--- config.mk ---
export PLATFORM = sky130hd
export DESIGN_NAME = csu_top
export DESIGN_NICKNAME = d
export VERILOG_FILES = /design/src/common/csu_pkg.sv /design/src/hw/csu_clk_switch.sv /design/src/hw/csu_top.sv
export SDC_FILE = /design/constraint.sdc
export NUM_CORES = 1
export LEC_CHECK = 0
export BUFFER_PORTS_ARGS = -buffer_cell sky130_fd_sc_hd__clkbuf_2
export CAP_MARGIN = 20
export CORE_ASPECT_RATIO = 0.75
export CORE_UTILIZATION = 40
export CTS_CLUSTER_DIAMETER = 30
export DETAILED_ROUTE_END_ITERATION = 8
export MAX_ROUTING_LAYER = met4
export SETUP_SLACK_MARGIN = 0.15
export SLEW_MARGIN = 20
export SYNTH_ARGS = -nofsm -noshare
export SYNTH_HDL_FRONTEND = slang
export SYNTH_SLANG_ARGS = --single-unit
export TNS_END_PERCENT = 100
--- constraint.sdc ---
create_clock -name clock -period 3.1 [get_ports clock]
set_clock_uncertainty 0.2 [all_clocks]
set_input_delay 0.465 -clock clock [delete_from_list [all_inputs] [get_ports clock]]
set_output_delay 0.465 -clock clock [all_outputs]
set_load 0.05 [all_outputs]
--- src/common/csu_pkg.sv ---
// constants, types and helpers of the clock startup supervisor
// assumes a single 250 MHz system clock; oscillator and analog inputs arrive synchronous to it
package csu_pkg;
   localparam int CLK_MHZ        = 250;
   localparam int CLK_PERIOD_NS  = 4;
   localparam int RC_MHZ         = 8;
   localparam int EXT_MIN_MHZ    = 4;
   localparam int EXT_MAX_MHZ    = 24;
   localparam int DOMAIN_MAX_MHZ = 24;
   // external clock declared dead after two of its slowest periods without an edge
   localparam int FAIL_TIME_NS   = 2 * 1000 / EXT_MIN_MHZ;
   localparam int FAIL_CYC       = (FAIL_TIME_NS + CLK_PERIOD_NS - 1) / CLK_PERIOD_NS;
   // core reset stays asserted this long after the supply comes good
   localparam int POR_HOLD_NS    = 1000;
   localparam int POR_HOLD_CYC   = (POR_HOLD_NS + CLK_PERIOD_NS - 1) / CLK_PERIOD_NS;

   localparam logic [7:0] RC_STEP     = 8'(RC_MHZ);
   localparam logic [7:0] RC_WRAP     = 8'(CLK_MHZ);
   localparam logic [7:0] MON_LIMIT   = 8'(FAIL_CYC - 1);
   localparam logic [8:0] HOLD_LIMIT  = 9'(POR_HOLD_CYC - 1);
   localparam logic       SEL_RESET   = 1'b0;
   localparam logic       CORE_RST_ON = 1'b1;
   localparam logic [9:0] DIV_RESET   = 10'h000;

   typedef enum logic [1:0] {
      BOOT_FLASH  = 2'h0,
      BOOT_SYSMEM = 2'h1,
      BOOT_SRAM   = 2'h2
   } csu_boot_t;

   typedef enum logic [1:0] {
      SW_RC     = 2'b00,
      SW_TO_EXT = 2'b01,
      SW_EXT    = 2'b11,
      SW_TO_RC  = 2'b10
   } csu_sw_state_t;

   typedef struct packed {
      logic       ext_req;     // software asks for the external clock
      logic       css_ie;      // clock failure interrupt enable
      logic       pll_ie;      // pll lock gained / lost interrupt enable
      logic       det_fall_ie; // supply dropped below detector threshold
      logic       det_rise_ie; // supply rose above detector threshold
      logic [3:0] ahb_div;     // 0xxx: /1, 1nnn: /2^(nnn+1)
      logic [2:0] apb2_div;    // 0xx: /1, 1nn: /2^(nn+1)
      logic [2:0] apb1_div;
   } csu_cfg_t;

   typedef struct packed {
      logic css_fail;
      logic pll_rdy;
      logic pll_lost;
      logic det_fall;
      logic det_rise;
   } csu_flags_t;

   // terminal count of a prescaler for a divide code
   function automatic logic [9:0] csu_div_limit(input logic [3:0] code);
      logic [10:0] span;
      span = 11'h002 << code[2:0];
      return code[3] ? 10'(span - 11'h001) : DIV_RESET;
   endfunction : csu_div_limit

   function automatic csu_boot_t csu_boot_decode(input logic [1:0] pins);
      if (!pins[0]) begin
         return BOOT_FLASH;
      end
      return pins[1] ? BOOT_SRAM : BOOT_SYSMEM;
   endfunction : csu_boot_decode
endpackage : csu_pkg

--- src/hw/csu_clk_switch.sv ---
// source switch between the rc tick stream and the external tick stream
// assumes tick inputs are one-cycle pulses no faster than 24 MHz
`timescale 1ns/100ps
module csu_clk_switch
   import csu_pkg::*;
(
   input  wire logic clock,      // system clock
   input  wire logic rst,        // async reset, high
   input  wire logic rc_tick,    // internal rc tick
   input  wire logic ext_tick,   // external clock rising edge
   input  wire logic want_ext,   // run from external clock
   output logic      sel_ext_q,  // external clock selected until the rc handoff ends
   output logic      sys_tick_q  // system clock tick
);
   csu_sw_state_t st_q, st_d;
   logic          seen_q, seen_d;
   logic          tick_d;

   // old source is stopped first; the first tick of the new source only aligns, the second is passed
   always_comb begin
      st_d   = st_q;
      seen_d = seen_q;
      tick_d = 1'b0;
      case (st_q)
         SW_RC: begin
            tick_d = rc_tick;
            if (want_ext) begin
               st_d   = SW_TO_EXT;
               seen_d = 1'b0;
            end
         end
         SW_TO_EXT: begin
            if (!want_ext) begin
               st_d   = SW_TO_RC;
               seen_d = 1'b0;
            end else if (ext_tick) begin
               seen_d = 1'b1;
               if (seen_q) begin
                  st_d   = SW_EXT;
                  tick_d = 1'b1;
               end
            end
         end
         SW_EXT: begin
            tick_d = ext_tick;
            if (!want_ext) begin
               st_d   = SW_TO_RC;
               seen_d = 1'b0;
            end
         end
         SW_TO_RC: begin
            if (rc_tick) begin
               seen_d = 1'b1;
               if (seen_q) begin
                  st_d   = SW_RC;
                  tick_d = 1'b1;
               end
            end
         end
         default: begin
            st_d = SW_RC;
         end
      endcase
   end

   always_ff @(posedge clock or posedge rst) begin
      if (rst) begin
         st_q       <= SW_RC;
         seen_q     <= 1'b0;
         sel_ext_q  <= SEL_RESET;
         sys_tick_q <= 1'b0;
      end else begin
         st_q       <= st_d;
         seen_q     <= seen_d;
         // high from the first passed external tick, or from an aborted switch to it, until the second rc tick of the handoff
         sel_ext_q  <= st_d[1];
         sys_tick_q <= tick_d;
      end
   end

   a_no_runt_tick: assert property (@(posedge clock) disable iff (rst)
      sys_tick_q |=> !sys_tick_q [*8])
      else $error("system tick closer than a full source period");

   a_fallback_bound: assert property (@(posedge clock) disable iff (rst)
      (sel_ext_q && !want_ext) |-> ##[1:80] !sel_ext_q)
      else $error("fallback to rc did not complete in time");
endmodule : csu_clk_switch

--- src/hw/csu_top.sv ---
// clock startup supervisor: source select, clock monitor, prescalers, boot select, supply supervisor
// assumes all inputs synchronous to clock; supply comparators are outside and give levels
//
// Contract
// - every reset selects the internal 8 MHz rc source
// - software may select the 4-24 MHz external clock; it is monitored while selected
// - on external clock failure hardware falls back to the rc source
// - clock failure raises the interrupt only when its enable is set
// - pll lock gained and lost produce interrupt events
// - prescalers derive ahb, apb2 and apb1 ticks, none above 24 MHz
// - boot pins sampled at startup pick flash, system memory or sram
// - core reset held while supply is below the reset threshold
// - supply level detector crossings raise interrupt events
`timescale 1ns/100ps
module csu_top
   import csu_pkg::*;
(
   input  wire logic       clock,       // 250 MHz system clock
   input  wire logic       rst,         // async reset, high
   input  wire csu_cfg_t   cfg,         // software configuration
   input  wire csu_flags_t clr,         // one-cycle flag clears
   input  wire logic       ext_clk_in,  // external clock level, sampled
   input  wire logic       pll_lock,    // pll locked level
   input  wire logic       supply_ok,   // supply above reset_supply_threshold
   input  wire logic       below_thr,   // supply below detector_threshold
   input  wire logic [1:0] boot_pins,   // boot select pins
   output logic            sys_tick_q,  // system clock tick
   output logic            ahb_tick_q,  // ahb domain tick
   output logic            apb2_tick_q, // apb2 domain tick
   output logic            apb1_tick_q, // apb1 domain tick
   output logic            sel_ext_q,   // external clock in use
   output csu_boot_t       boot_src_q,  // chosen boot source
   output logic            boot_vld_q,  // boot source captured
   output logic            core_rst_q,  // reset to the core, high
   output csu_flags_t      flags_q,     // sticky event flags
   output logic            irq_q        // combined enabled events
);
   // one prescaler step: returns {tick, next count}
   function automatic logic [10:0] presc_step(input logic [9:0] cnt, input logic [9:0] lim, input logic in);
      if (!in) begin
         return {1'b0, cnt};
      end
      if (cnt >= lim) begin
         return {1'b1, DIV_RESET};
      end
      return {1'b0, 10'(cnt + 10'h001)};
   endfunction : presc_step

   logic [7:0] rc_acc_q, rc_acc_d;
   logic       rc_tick_q, rc_tick_d;
   logic       ext_prev_q;
   logic       ext_tick;
   logic [7:0] mon_cnt_q, mon_cnt_d;
   logic       fail_lock_q, fail_lock_d;
   logic       fail_pulse;
   logic       want_ext;
   logic [9:0] ahb_cnt_q, ahb_cnt_d, apb2_cnt_q, apb2_cnt_d, apb1_cnt_q, apb1_cnt_d;
   logic       ahb_tick_d, apb2_tick_d, apb1_tick_d;
   logic [8:0] hold_q, hold_d;
   logic       core_rst_d;
   logic       pll_prev_q, det_prev_q;
   csu_flags_t flags_d, set_ev, ie_mask;
   logic       irq_d;

   // rc oscillator as a fractional tick stream at 8 MHz
   always_comb begin
      rc_tick_d = 1'b0;
      rc_acc_d  = 8'(rc_acc_q + RC_STEP);
      if (rc_acc_q >= 8'(RC_WRAP - RC_STEP)) begin
         rc_acc_d  = 8'(rc_acc_q + RC_STEP - RC_WRAP);
         rc_tick_d = 1'b1;
      end
   end

   assign ext_tick = ext_clk_in & ~ext_prev_q;
   assign want_ext = cfg.ext_req & ~fail_lock_q;

   // missing-edge monitor; lock holds the fallback until software drops its request
   always_comb begin
      fail_pulse  = 1'b0;
      mon_cnt_d   = 8'h00;
      fail_lock_d = fail_lock_q & cfg.ext_req;
      if (want_ext && !ext_tick) begin
         mon_cnt_d = 8'(mon_cnt_q + 8'h01);
         if (mon_cnt_q >= MON_LIMIT) begin
            fail_pulse  = 1'b1;
            fail_lock_d = 1'b1;
            mon_cnt_d   = 8'h00;
         end
      end
   end

   always_ff @(posedge clock or posedge rst) begin
      if (rst) begin
         rc_acc_q    <= 8'h00;
         rc_tick_q   <= 1'b0;
         ext_prev_q  <= 1'b0;
         mon_cnt_q   <= 8'h00;
         fail_lock_q <= 1'b0;
      end else begin
         rc_acc_q    <= rc_acc_d;
         rc_tick_q   <= rc_tick_d;
         ext_prev_q  <= ext_clk_in;
         mon_cnt_q   <= mon_cnt_d;
         fail_lock_q <= fail_lock_d;
      end
   end

   csu_clk_switch u_switch (
      .clock      (clock),
      .rst        (rst),
      .rc_tick    (rc_tick_q),
      .ext_tick   (ext_tick),
      .want_ext   (want_ext),
      .sel_ext_q  (sel_ext_q),
      .sys_tick_q (sys_tick_q)
   );

   // prescaler chain: sources never exceed 24 MHz, so every domain stays at or below it
   always_comb begin
      {ahb_tick_d, ahb_cnt_d}   = presc_step(ahb_cnt_q, csu_div_limit(cfg.ahb_div), sys_tick_q);
      {apb2_tick_d, apb2_cnt_d} = presc_step(apb2_cnt_q,
                                             csu_div_limit({cfg.apb2_div[2], 1'b0, cfg.apb2_div[1:0]}),
                                             ahb_tick_q);
      {apb1_tick_d, apb1_cnt_d} = presc_step(apb1_cnt_q,
                                             csu_div_limit({cfg.apb1_div[2], 1'b0, cfg.apb1_div[1:0]}),
                                             ahb_tick_q);
   end

   always_ff @(posedge clock or posedge rst) begin
      if (rst) begin
         ahb_cnt_q   <= DIV_RESET;
         apb2_cnt_q  <= DIV_RESET;
         apb1_cnt_q  <= DIV_RESET;
         ahb_tick_q  <= 1'b0;
         apb2_tick_q <= 1'b0;
         apb1_tick_q <= 1'b0;
      end else begin
         ahb_cnt_q   <= ahb_cnt_d;
         apb2_cnt_q  <= apb2_cnt_d;
         apb1_cnt_q  <= apb1_cnt_d;
         ahb_tick_q  <= ahb_tick_d;
         apb2_tick_q <= apb2_tick_d;
         apb1_tick_q <= apb1_tick_d;
      end
   end

   // boot pins caught on the first edge after reset release
   always_ff @(posedge clock or posedge rst) begin
      if (rst) begin
         boot_src_q <= BOOT_FLASH;
         boot_vld_q <= 1'b0;
      end else if (!boot_vld_q) begin
         boot_src_q <= csu_boot_decode(boot_pins);
         boot_vld_q <= 1'b1;
      end
   end

   // supply supervisor: hold while low, then stretch
   always_comb begin
      hold_d     = 9'h000;
      core_rst_d = CORE_RST_ON;
      if (supply_ok) begin
         if (hold_q >= HOLD_LIMIT) begin
            hold_d     = hold_q;
            core_rst_d = 1'b0;
         end else begin
            hold_d = 9'(hold_q + 9'h001);
         end
      end
   end

   // sticky flags: a new event wins over a clear in the same cycle
   always_comb begin
      set_ev.css_fail = fail_pulse;
      set_ev.pll_rdy  = pll_lock & ~pll_prev_q;
      set_ev.pll_lost = ~pll_lock & pll_prev_q;
      set_ev.det_fall = below_thr & ~det_prev_q;
      set_ev.det_rise = ~below_thr & det_prev_q;
      ie_mask         = {cfg.css_ie, cfg.pll_ie, cfg.pll_ie, cfg.det_fall_ie, cfg.det_rise_ie};
      flags_d         = set_ev | (flags_q & ~clr);
      irq_d           = |(flags_d & ie_mask);
   end

   always_ff @(posedge clock or posedge rst) begin
      if (rst) begin
         hold_q     <= 9'h000;
         core_rst_q <= CORE_RST_ON;
         pll_prev_q <= 1'b0;
         det_prev_q <= 1'b0;
         flags_q    <= '0;
         irq_q      <= 1'b0;
      end else begin
         hold_q     <= hold_d;
         core_rst_q <= core_rst_d;
         pll_prev_q <= pll_lock;
         det_prev_q <= below_thr;
         flags_q    <= flags_d;
         irq_q      <= irq_d;
      end
   end

   a_rc_after_reset: assert property (@(posedge clock) disable iff (rst)
      $fell(rst) |-> !sel_ext_q ##1 !sel_ext_q)
      else $error("rc source not selected after reset");

   a_fail_falls_back: assert property (@(posedge clock) disable iff (rst)
      fail_pulse |-> ##[1:80] !sel_ext_q)
      else $error("no fallback after clock failure");

   a_fail_irq_on: assert property (@(posedge clock) disable iff (rst)
      (fail_pulse && cfg.css_ie) |=> (irq_q && flags_q.css_fail))
      else $error("clock failure interrupt missing");

   a_irq_masked: assert property (@(posedge clock) disable iff (rst)
      (ie_mask == '0) |=> !irq_q)
      else $error("interrupt raised with all enables clear");

   a_pll_events: assert property (@(posedge clock) disable iff (rst)
      ($rose(pll_lock) |=> flags_q.pll_rdy) and ($fell(pll_lock) |=> flags_q.pll_lost))
      else $error("pll lock event not flagged");

   a_ahb_rate: assert property (@(posedge clock) disable iff (rst)
      ahb_tick_q |=> !ahb_tick_q [*8])
      else $error("ahb domain above its maximum rate");

   a_apb_follow: assert property (@(posedge clock) disable iff (rst)
      (apb1_tick_q || apb2_tick_q) |-> $past(ahb_tick_q))
      else $error("apb tick without an ahb tick");

   a_boot_capture: assert property (@(posedge clock) disable iff (rst)
      $rose(boot_vld_q) |-> boot_src_q == csu_boot_decode($past(boot_pins)))
      else $error("boot source does not match pins");

   a_supply_hold: assert property (@(posedge clock) disable iff (rst)
      !supply_ok |=> core_rst_q)
      else $error("core out of reset with low supply");

   a_hold_stretch: assert property (@(posedge clock) disable iff (rst)
      $rose(supply_ok) |=> core_rst_q [*8])
      else $error("core reset released too early");

   a_detector_flags: assert property (@(posedge clock) disable iff (rst)
      ($rose(below_thr) |=> flags_q.det_fall) and ($fell(below_thr) |=> flags_q.det_rise))
      else $error("supply detector crossing not flagged");
endmodule : csu_top

==> results of run 1 <==
per-layer routing:
layer  vias to the layer above  share of wire [%]
li1                       1462                  -
met1                      1361                 51
met2                        38                 44
met3                        10                3.7
met4                         0                1.4
met5                         -                  0
placed cells by master (no fill, tap or decap), types with 3 or more instances in the layout:
cell type   n
a211oi_1    5
a21o_1      3
a21oi_1    18
a31oi_1     4
and2_1      4
and3_1      9
buf_4       4
bufinv_16   4
clkbuf_16   9
clkbuf_2   42
conb_1      4
dfrtp_1    75
ha_1       34
inv_1      29
nand2_1    38
nand2b_1    7
nand3_1    14
nand4_1     7
nor2_1     35
nor2b_1     3
nor3_1      5
o21ai_0    22
o22ai_1     6
xnor2_1    14
xor2_1     19
per-stage QoR:
step / std cells / instance area (µm²)
after global placement: 563 / 4320
after CTS: 579 / 4690
after floorplan: 395 / 3950
final: 579 / 4690
after detailed placement: 563 / 4320
after global routing: 579 / 4690
worst max-delay path, stage by stage, from the launching register on:
cell     delay [ns]
dfrtp_1        0.42
ha_1           0.21
or4_4          0.52
nor4_4         0.16
o21ai_2        0.15
or3b_1         0.38
o21ai_2        0.06
timing repair:
action / CTS / global route
setup buffers: 0 / 0
endpoints found under the hold margin: 15 / 0
hold buffers: 1 / 0
state kept, by name (all words and copies together), names as in the netlist, 2 cells and up:
signal,count
flags_q,5
apb2_cnt_q,10
apb1_cnt_q,10
boot_src_q,2
ahb_cnt_q,10
hold_q,9
rc_acc_q,7
mon_cnt_q,8
worst max-delay path by stage:
| stage | cells after the start | endpoint | slack, ns | from |
|---|---|---|---|---|
| 5_1_grt | 7 | apb2_cnt_q[0]$_DFFE_PP0P_ | 0.86 | apb2_cnt_q[0]$_DFFE_PP0P_ |
| 6_report | 6 | apb2_cnt_q[0]$_DFFE_PP0P_ | 0.94 | apb2_cnt_q[3]$_DFFE_PP0P_ |
| 2_1_floorplan | 1 | ahb_cnt_q[0]$_DFFE_PP0P_ | 0.50 | rst |
| 3_3_place_gp | 8 | apb2_cnt_q[0]$_DFFE_PP0P_ | 0.74 | cfg[5] |
| 3_5_place_dp | 8 | apb2_cnt_q[0]$_DFFE_PP0P_ | 0.72 | cfg[5] |
| 4_1_cts | 6 | apb2_cnt_q[0]$_DFFE_PP0P_ | 0.94 | apb2_cnt_q[3]$_DFFE_PP0P_ |
area by class of cell:
type / count / area [µm²]
clock buffer: 10 / 229
clock inverter: 5 / 125
fill: 863 / 4620
inverter: 30 / 113
multi-input combinational: 283 / 1910
sequential: 76 / 1900
tap: 128 / 160
timing repair buffer: 47 / 250
power groups by stage:
| stage | logic [mW] | registers (mW) | clock network, mW |
|---|---|---|---|
| floorplan | 0.0936 | 1.10 | 0 |
| global placement | 0.186 | 1.07 | 0 |
| detailed placement | 0.190 | 1.07 | 0 |
| CTS | 0.192 | 1.05 | 1.28 |
| global route | 0.213 | 1.05 | 1.32 |
| finish | 0.187 | 1.05 | 1.25 |
cells by family (layout without fill, tap and decap cells):
kind of cell               count (synthesis)  count (layout)  synth area share, %
and+or+nand+nor                          129             129                 15.9
DFF                                       76              76                 48.3
xor gates and xnor gates                  33              33                 7.33
other                                      2               4                0.190
muxes                                      3               3                0.793
adders and majority gates                 34              34                 10.8
buffers and inverters                     36              92                 3.62
AOI/OAI and AO/OA                         80              80                 13.1
==> flow_summary.toml, run 1 <==
[logic_synthesis]
synth.avg_cell_area_um2 = 10.0
synth_most_common_cell = "dfrtp_1"
synth-main-ff-cell = "dfrtp_1"
synth_seq_cells = 76
synth_edf_count = 0
synthCells = 393
synth_commonest_cells = "dfrtp_1, nand2_1, nor2_1"
synthDistinctLibCells = 48
synth_top_area_share_pct = 47.6
yosysWarningCount = 0
ys_async_sr_fraction_pct = 100
yosysTopAreaCell = "dfrtp_1"
synth-seq-area-share_pct = 48.3
netlist_area_um2 = 3940
ys_top_cells_by_area = "dfrtp_1, ha_1, xor2_1"

[place]
place_ws_ns = 0.723
portBuffers = 42
place_congestion = 0.797
hpwl_um = 5080

[grt]
track_usage_pct = 15.8
grt_max_degree = 37
antenna_found_initial = 0
grt.overflow.total = 0
grt_first_pass_wirelength_um = 12200
met1_usage_pct = 21.2
grt_util_met2_pct = 22.3
first_global_vias = 2648
grt_busiest_layer = "met2"
met3_usage_pct = 4.57

[worst_setup_path]
reg2regPathDepth = 6
r2r_setup_slack_ns = 0.94
cp-end-kind = "flip-flop"
r2r-start = "apb2_cnt_q[3]$_DFFE_PP0P_"
arrival_ns = 2.23
startpoint_type = "flip-flop"
crit_fanout = 7
r2r-end = "apb2_cnt_q[0]$_DFFE_PP0P_"
worstPathRequired_ns = 3.16
crit_type = "reg -> reg"

[floorplan]
die_area_um2 = 10300
io_pins = 43
die_h_um = 88.0
dieWidth_um = 117
fp-row-count = 30
start_util_pct = 42.4
core_um2 = 9310

[finish]
insertedDiodeCount = 0
area_growth_syn_to_layout_pct = 18.8
nNetsFinal = 509
postLayoutCoreUtil_pct = 50.3
drive_above_1_share_pct = 15.3

[sta]
setup_violations = 0
finalCritPeriodShare_pct = 69.8
hold_ws_ns = 0.0576
final_max_slew_viol_count = 0
fmax_ghz = 0.462
finalSetupTns_ns = 0
fin_ws_ns = 0.938
min_period_ns = 2.16
hold_violations = 0
rsz0062_at_grt = "false"

[worst_hold_path]
hp-start = "below_thr"
whs_endpoint = "det_prev_q$_DFF_PP0_"
holdCritPathClass = "in -> reg"
whs_path_depth = 1

[power_and_ir_drop]
cellPowerDensity_nw_per_um2 = 530
p_sw_mw = 0.531
peakVddDrop_v = 0.000251
power_frac_comb_pct = 7.5
power.share.sequential_pct = 42.3
pwr-share-clk_pct = 50.2
p_sw_share_pct = 21.4
p_int_mw = 1.95
p_leak_nw = 2.29
total_power_mw = 2.48

[routing]
avgViaCountPerCell = 4.96
drcViolationCount = 0
drt-total-wl_um = 6910
dr.pass1.iters = 4
via_count = 2871
drt-wirelength-per-cell_um = 11.9
postRouteAntennaNets = 0
first_iter_violations = 116

[status]
status = "complete, no violations"

[clock_network]
cts-resized-gates = 0
cts_buffers = 9
cts_sinks = 76
clockBufferDepth = 2
cts_max_level = 3
cts_tree = "built"
clk_latency_ns = 0.33
clk_pin_slew_worst_paths_ns = 0.06
root_buffer = "clkbuf_16"

[flow_run]
maxCapViolations = 0
(Power assumes the default switching activity.)
==> run 2: changes to the inputs <==
==> constraint.sdc (replaced) <==
create_clock -name clock -period 1.73 [get_ports clock]
set_clock_uncertainty 0.2 [all_clocks]
set_input_delay 0.2595 -clock clock [delete_from_list [all_inputs] [get_ports clock]]
set_output_delay 0.2595 -clock clock [all_outputs]
set_load 0.05 [all_outputs]
==> flow_summary.toml, run 2 (same netlist as run 1, synthesis figures left out) <==
[routing]
drt-total-wl_um = 9170
first_iter_violations = 148
avgViaCountPerCell = 4.96
via_count = 3272
drt-wirelength-per-cell_um = 13.9
postRouteAntennaNets = 0
drcViolationCount = 0
dr.pass1.iters = 5

[sta]
final_max_slew_viol_count = 0
rsz0062_at_grt = "true"
fmax_ghz = 0.516
hold_ws_ns = 0.0313
finalSetupTns_ns = -2.81
setup_violations = 27
fin_ws_ns = -0.206
finalCritPeriodShare_pct = 112
min_period_ns = 1.94
hold_violations = 0

[worst_setup_path]
worstPathRequired_ns = 1.79
r2r_setup_slack_ns = -0.21
crit_fanout = 2
arrival_ns = 2.00
cp-end-kind = "flip-flop"
crit_type = "reg -> reg"
startpoint_type = "flip-flop"

[place]
portBuffers = 42
placed_area_um2 = 4730
hpwl_um = 5820
place_congestion = 0.785
dp.cells = 605

[grt]
first_global_vias = 3303
track_usage_pct = 20.0
antenna_found_initial = 0
grt.overflow.total = 0
grt_max_degree = 59
grt_first_pass_wirelength_um = 15300

[finish]
drive_above_1_share_pct = 41.7
final_cells = 660
finalInstanceArea_um2 = 5840
final_common_cell = "dfrtp_1"
nNetsFinal = 589
final_cell_mix = "dfrtp_1, buf_4, clkbuf_2, nand2_1, nor2_1"
top_regs = "ahb_cnt_q x10, apb1_cnt_q x10, apb2_cnt_q x10"
insertedDiodeCount = 0
area_growth_syn_to_layout_pct = 48.1

[floorplan]
fp-row-count = 30
die_h_um = 88.0
die_area_um2 = 10300
core_um2 = 9310
start_util_pct = 42.4
dieWidth_um = 117
io_pins = 43

[clock_network]
cts_tree = "built"
cts_max_level = 3
root_buffer = "clkbuf_16"
cts_buffers = 9
clockBufferDepth = 2
clk_pin_slew_worst_paths_ns = 0.06
cts_sinks = 76
clk_latency_ns = 0.34

[power_and_ir_drop]
total_power_mw = 4.10
peakVddDrop_v = 0.000417
p_leak_nw = 2.69
cellPowerDensity_nw_per_um2 = 701

[worst_hold_path]
holdCritPathClass = "in -> reg"

[flow_run]
maxCapViolations = 0

[status]
violations = "negative setup slack"
status = "complete, but fails checks"
run 2: changes by cell type in the layout (fill, tap and decap cells not counted), moves of 9 or more:
cell / before / now
a21oi_1: 18 / 6
a21oi_2: 0 / 11
buf_4: 4 / 55
buf_6: 0 / 13
dlygate4sd3_1: 1 / 15
ha_1: 34 / 22
inv_1: 29 / 19
inv_2: 1 / 10
o21ai_0: 22 / 10
run 2: where the power goes:
group	internal [mW]	switching (mW)
sequential	1.83	0.0440
combinational	0.223	0.297
clock	0.967	0.734
total	3.02	1.07
run 2: worst max-delay path, cell delays in order (launching register included):
cell,delay (ns)
dfrtp_1,0.38
ha_2,0.16
or4_4,0.42
nor4_4,0.16
o21ai_2,0.10
or3b_1,0.37
o21ai_2,0.06
run 2: layout make-up:
class                           instances  area (µm²)
Sequential cell                        76        1910
Timing Repair Buffer                  126         981
Tap cell                              128         160
Fill cell                             742        3470
Clock inverter                          6        41.3
Multi-Input combinational cell        284        2400
Clock buffer                           10         229
Inverter                               30         116
run 2: path summary, 6_finish.rpt:
path | from | end | cells after the start
max | apb2_cnt_q[3]$_DFFE_PP0P_ | apb2_cnt_q[0]$_DFFE_PP0P_ | 6
min | clr[0] | flags_q[0]$_DFF_PP0_ | 3
max reg2reg | apb2_cnt_q[3]$_DFFE_PP0P_ | apb2_cnt_q[0]$_DFFE_PP0P_ | 6
min reg2reg | boot_src_q[0]$_DFFE_PP0N_ | boot_src_q[0]$_DFFE_PP0N_ | 2
max in group asynchronous | rst | rc_acc_q[4]$_DFF_PP0_ | 4
min in group asynchronous | rst | hold_q[6]$_DFFE_PP0P_ | 3
run 2: layer usage:
layer	part of all wire [%]	global-route usage, %	up-vias
li1	-	-	1632
met5	0	-	-
met3	2.7	5.47	7
met4	0.65	4.49	0
met1	47	25.8	1605
met2	50	31.6	28
run 2: timing repair:
item,4_1_cts,5_1_grt
cloned,1,0
buffers inserted,17,6
gates resized for setup,68,52
hold buffers,15,0
setup endpoints to repair,61,58
pin swaps,26,28
endpoints found under the hold margin,89,0
run 2: metrics by stage:
step                      setup WS [ns]  util [%]
after floorplan                  -0.297         -
after global placement           -0.367      50.8
after detailed placement         -0.378      50.8
after CTS                        -0.189      59.9
after global routing             -0.264      62.8
final                            -0.206      62.8
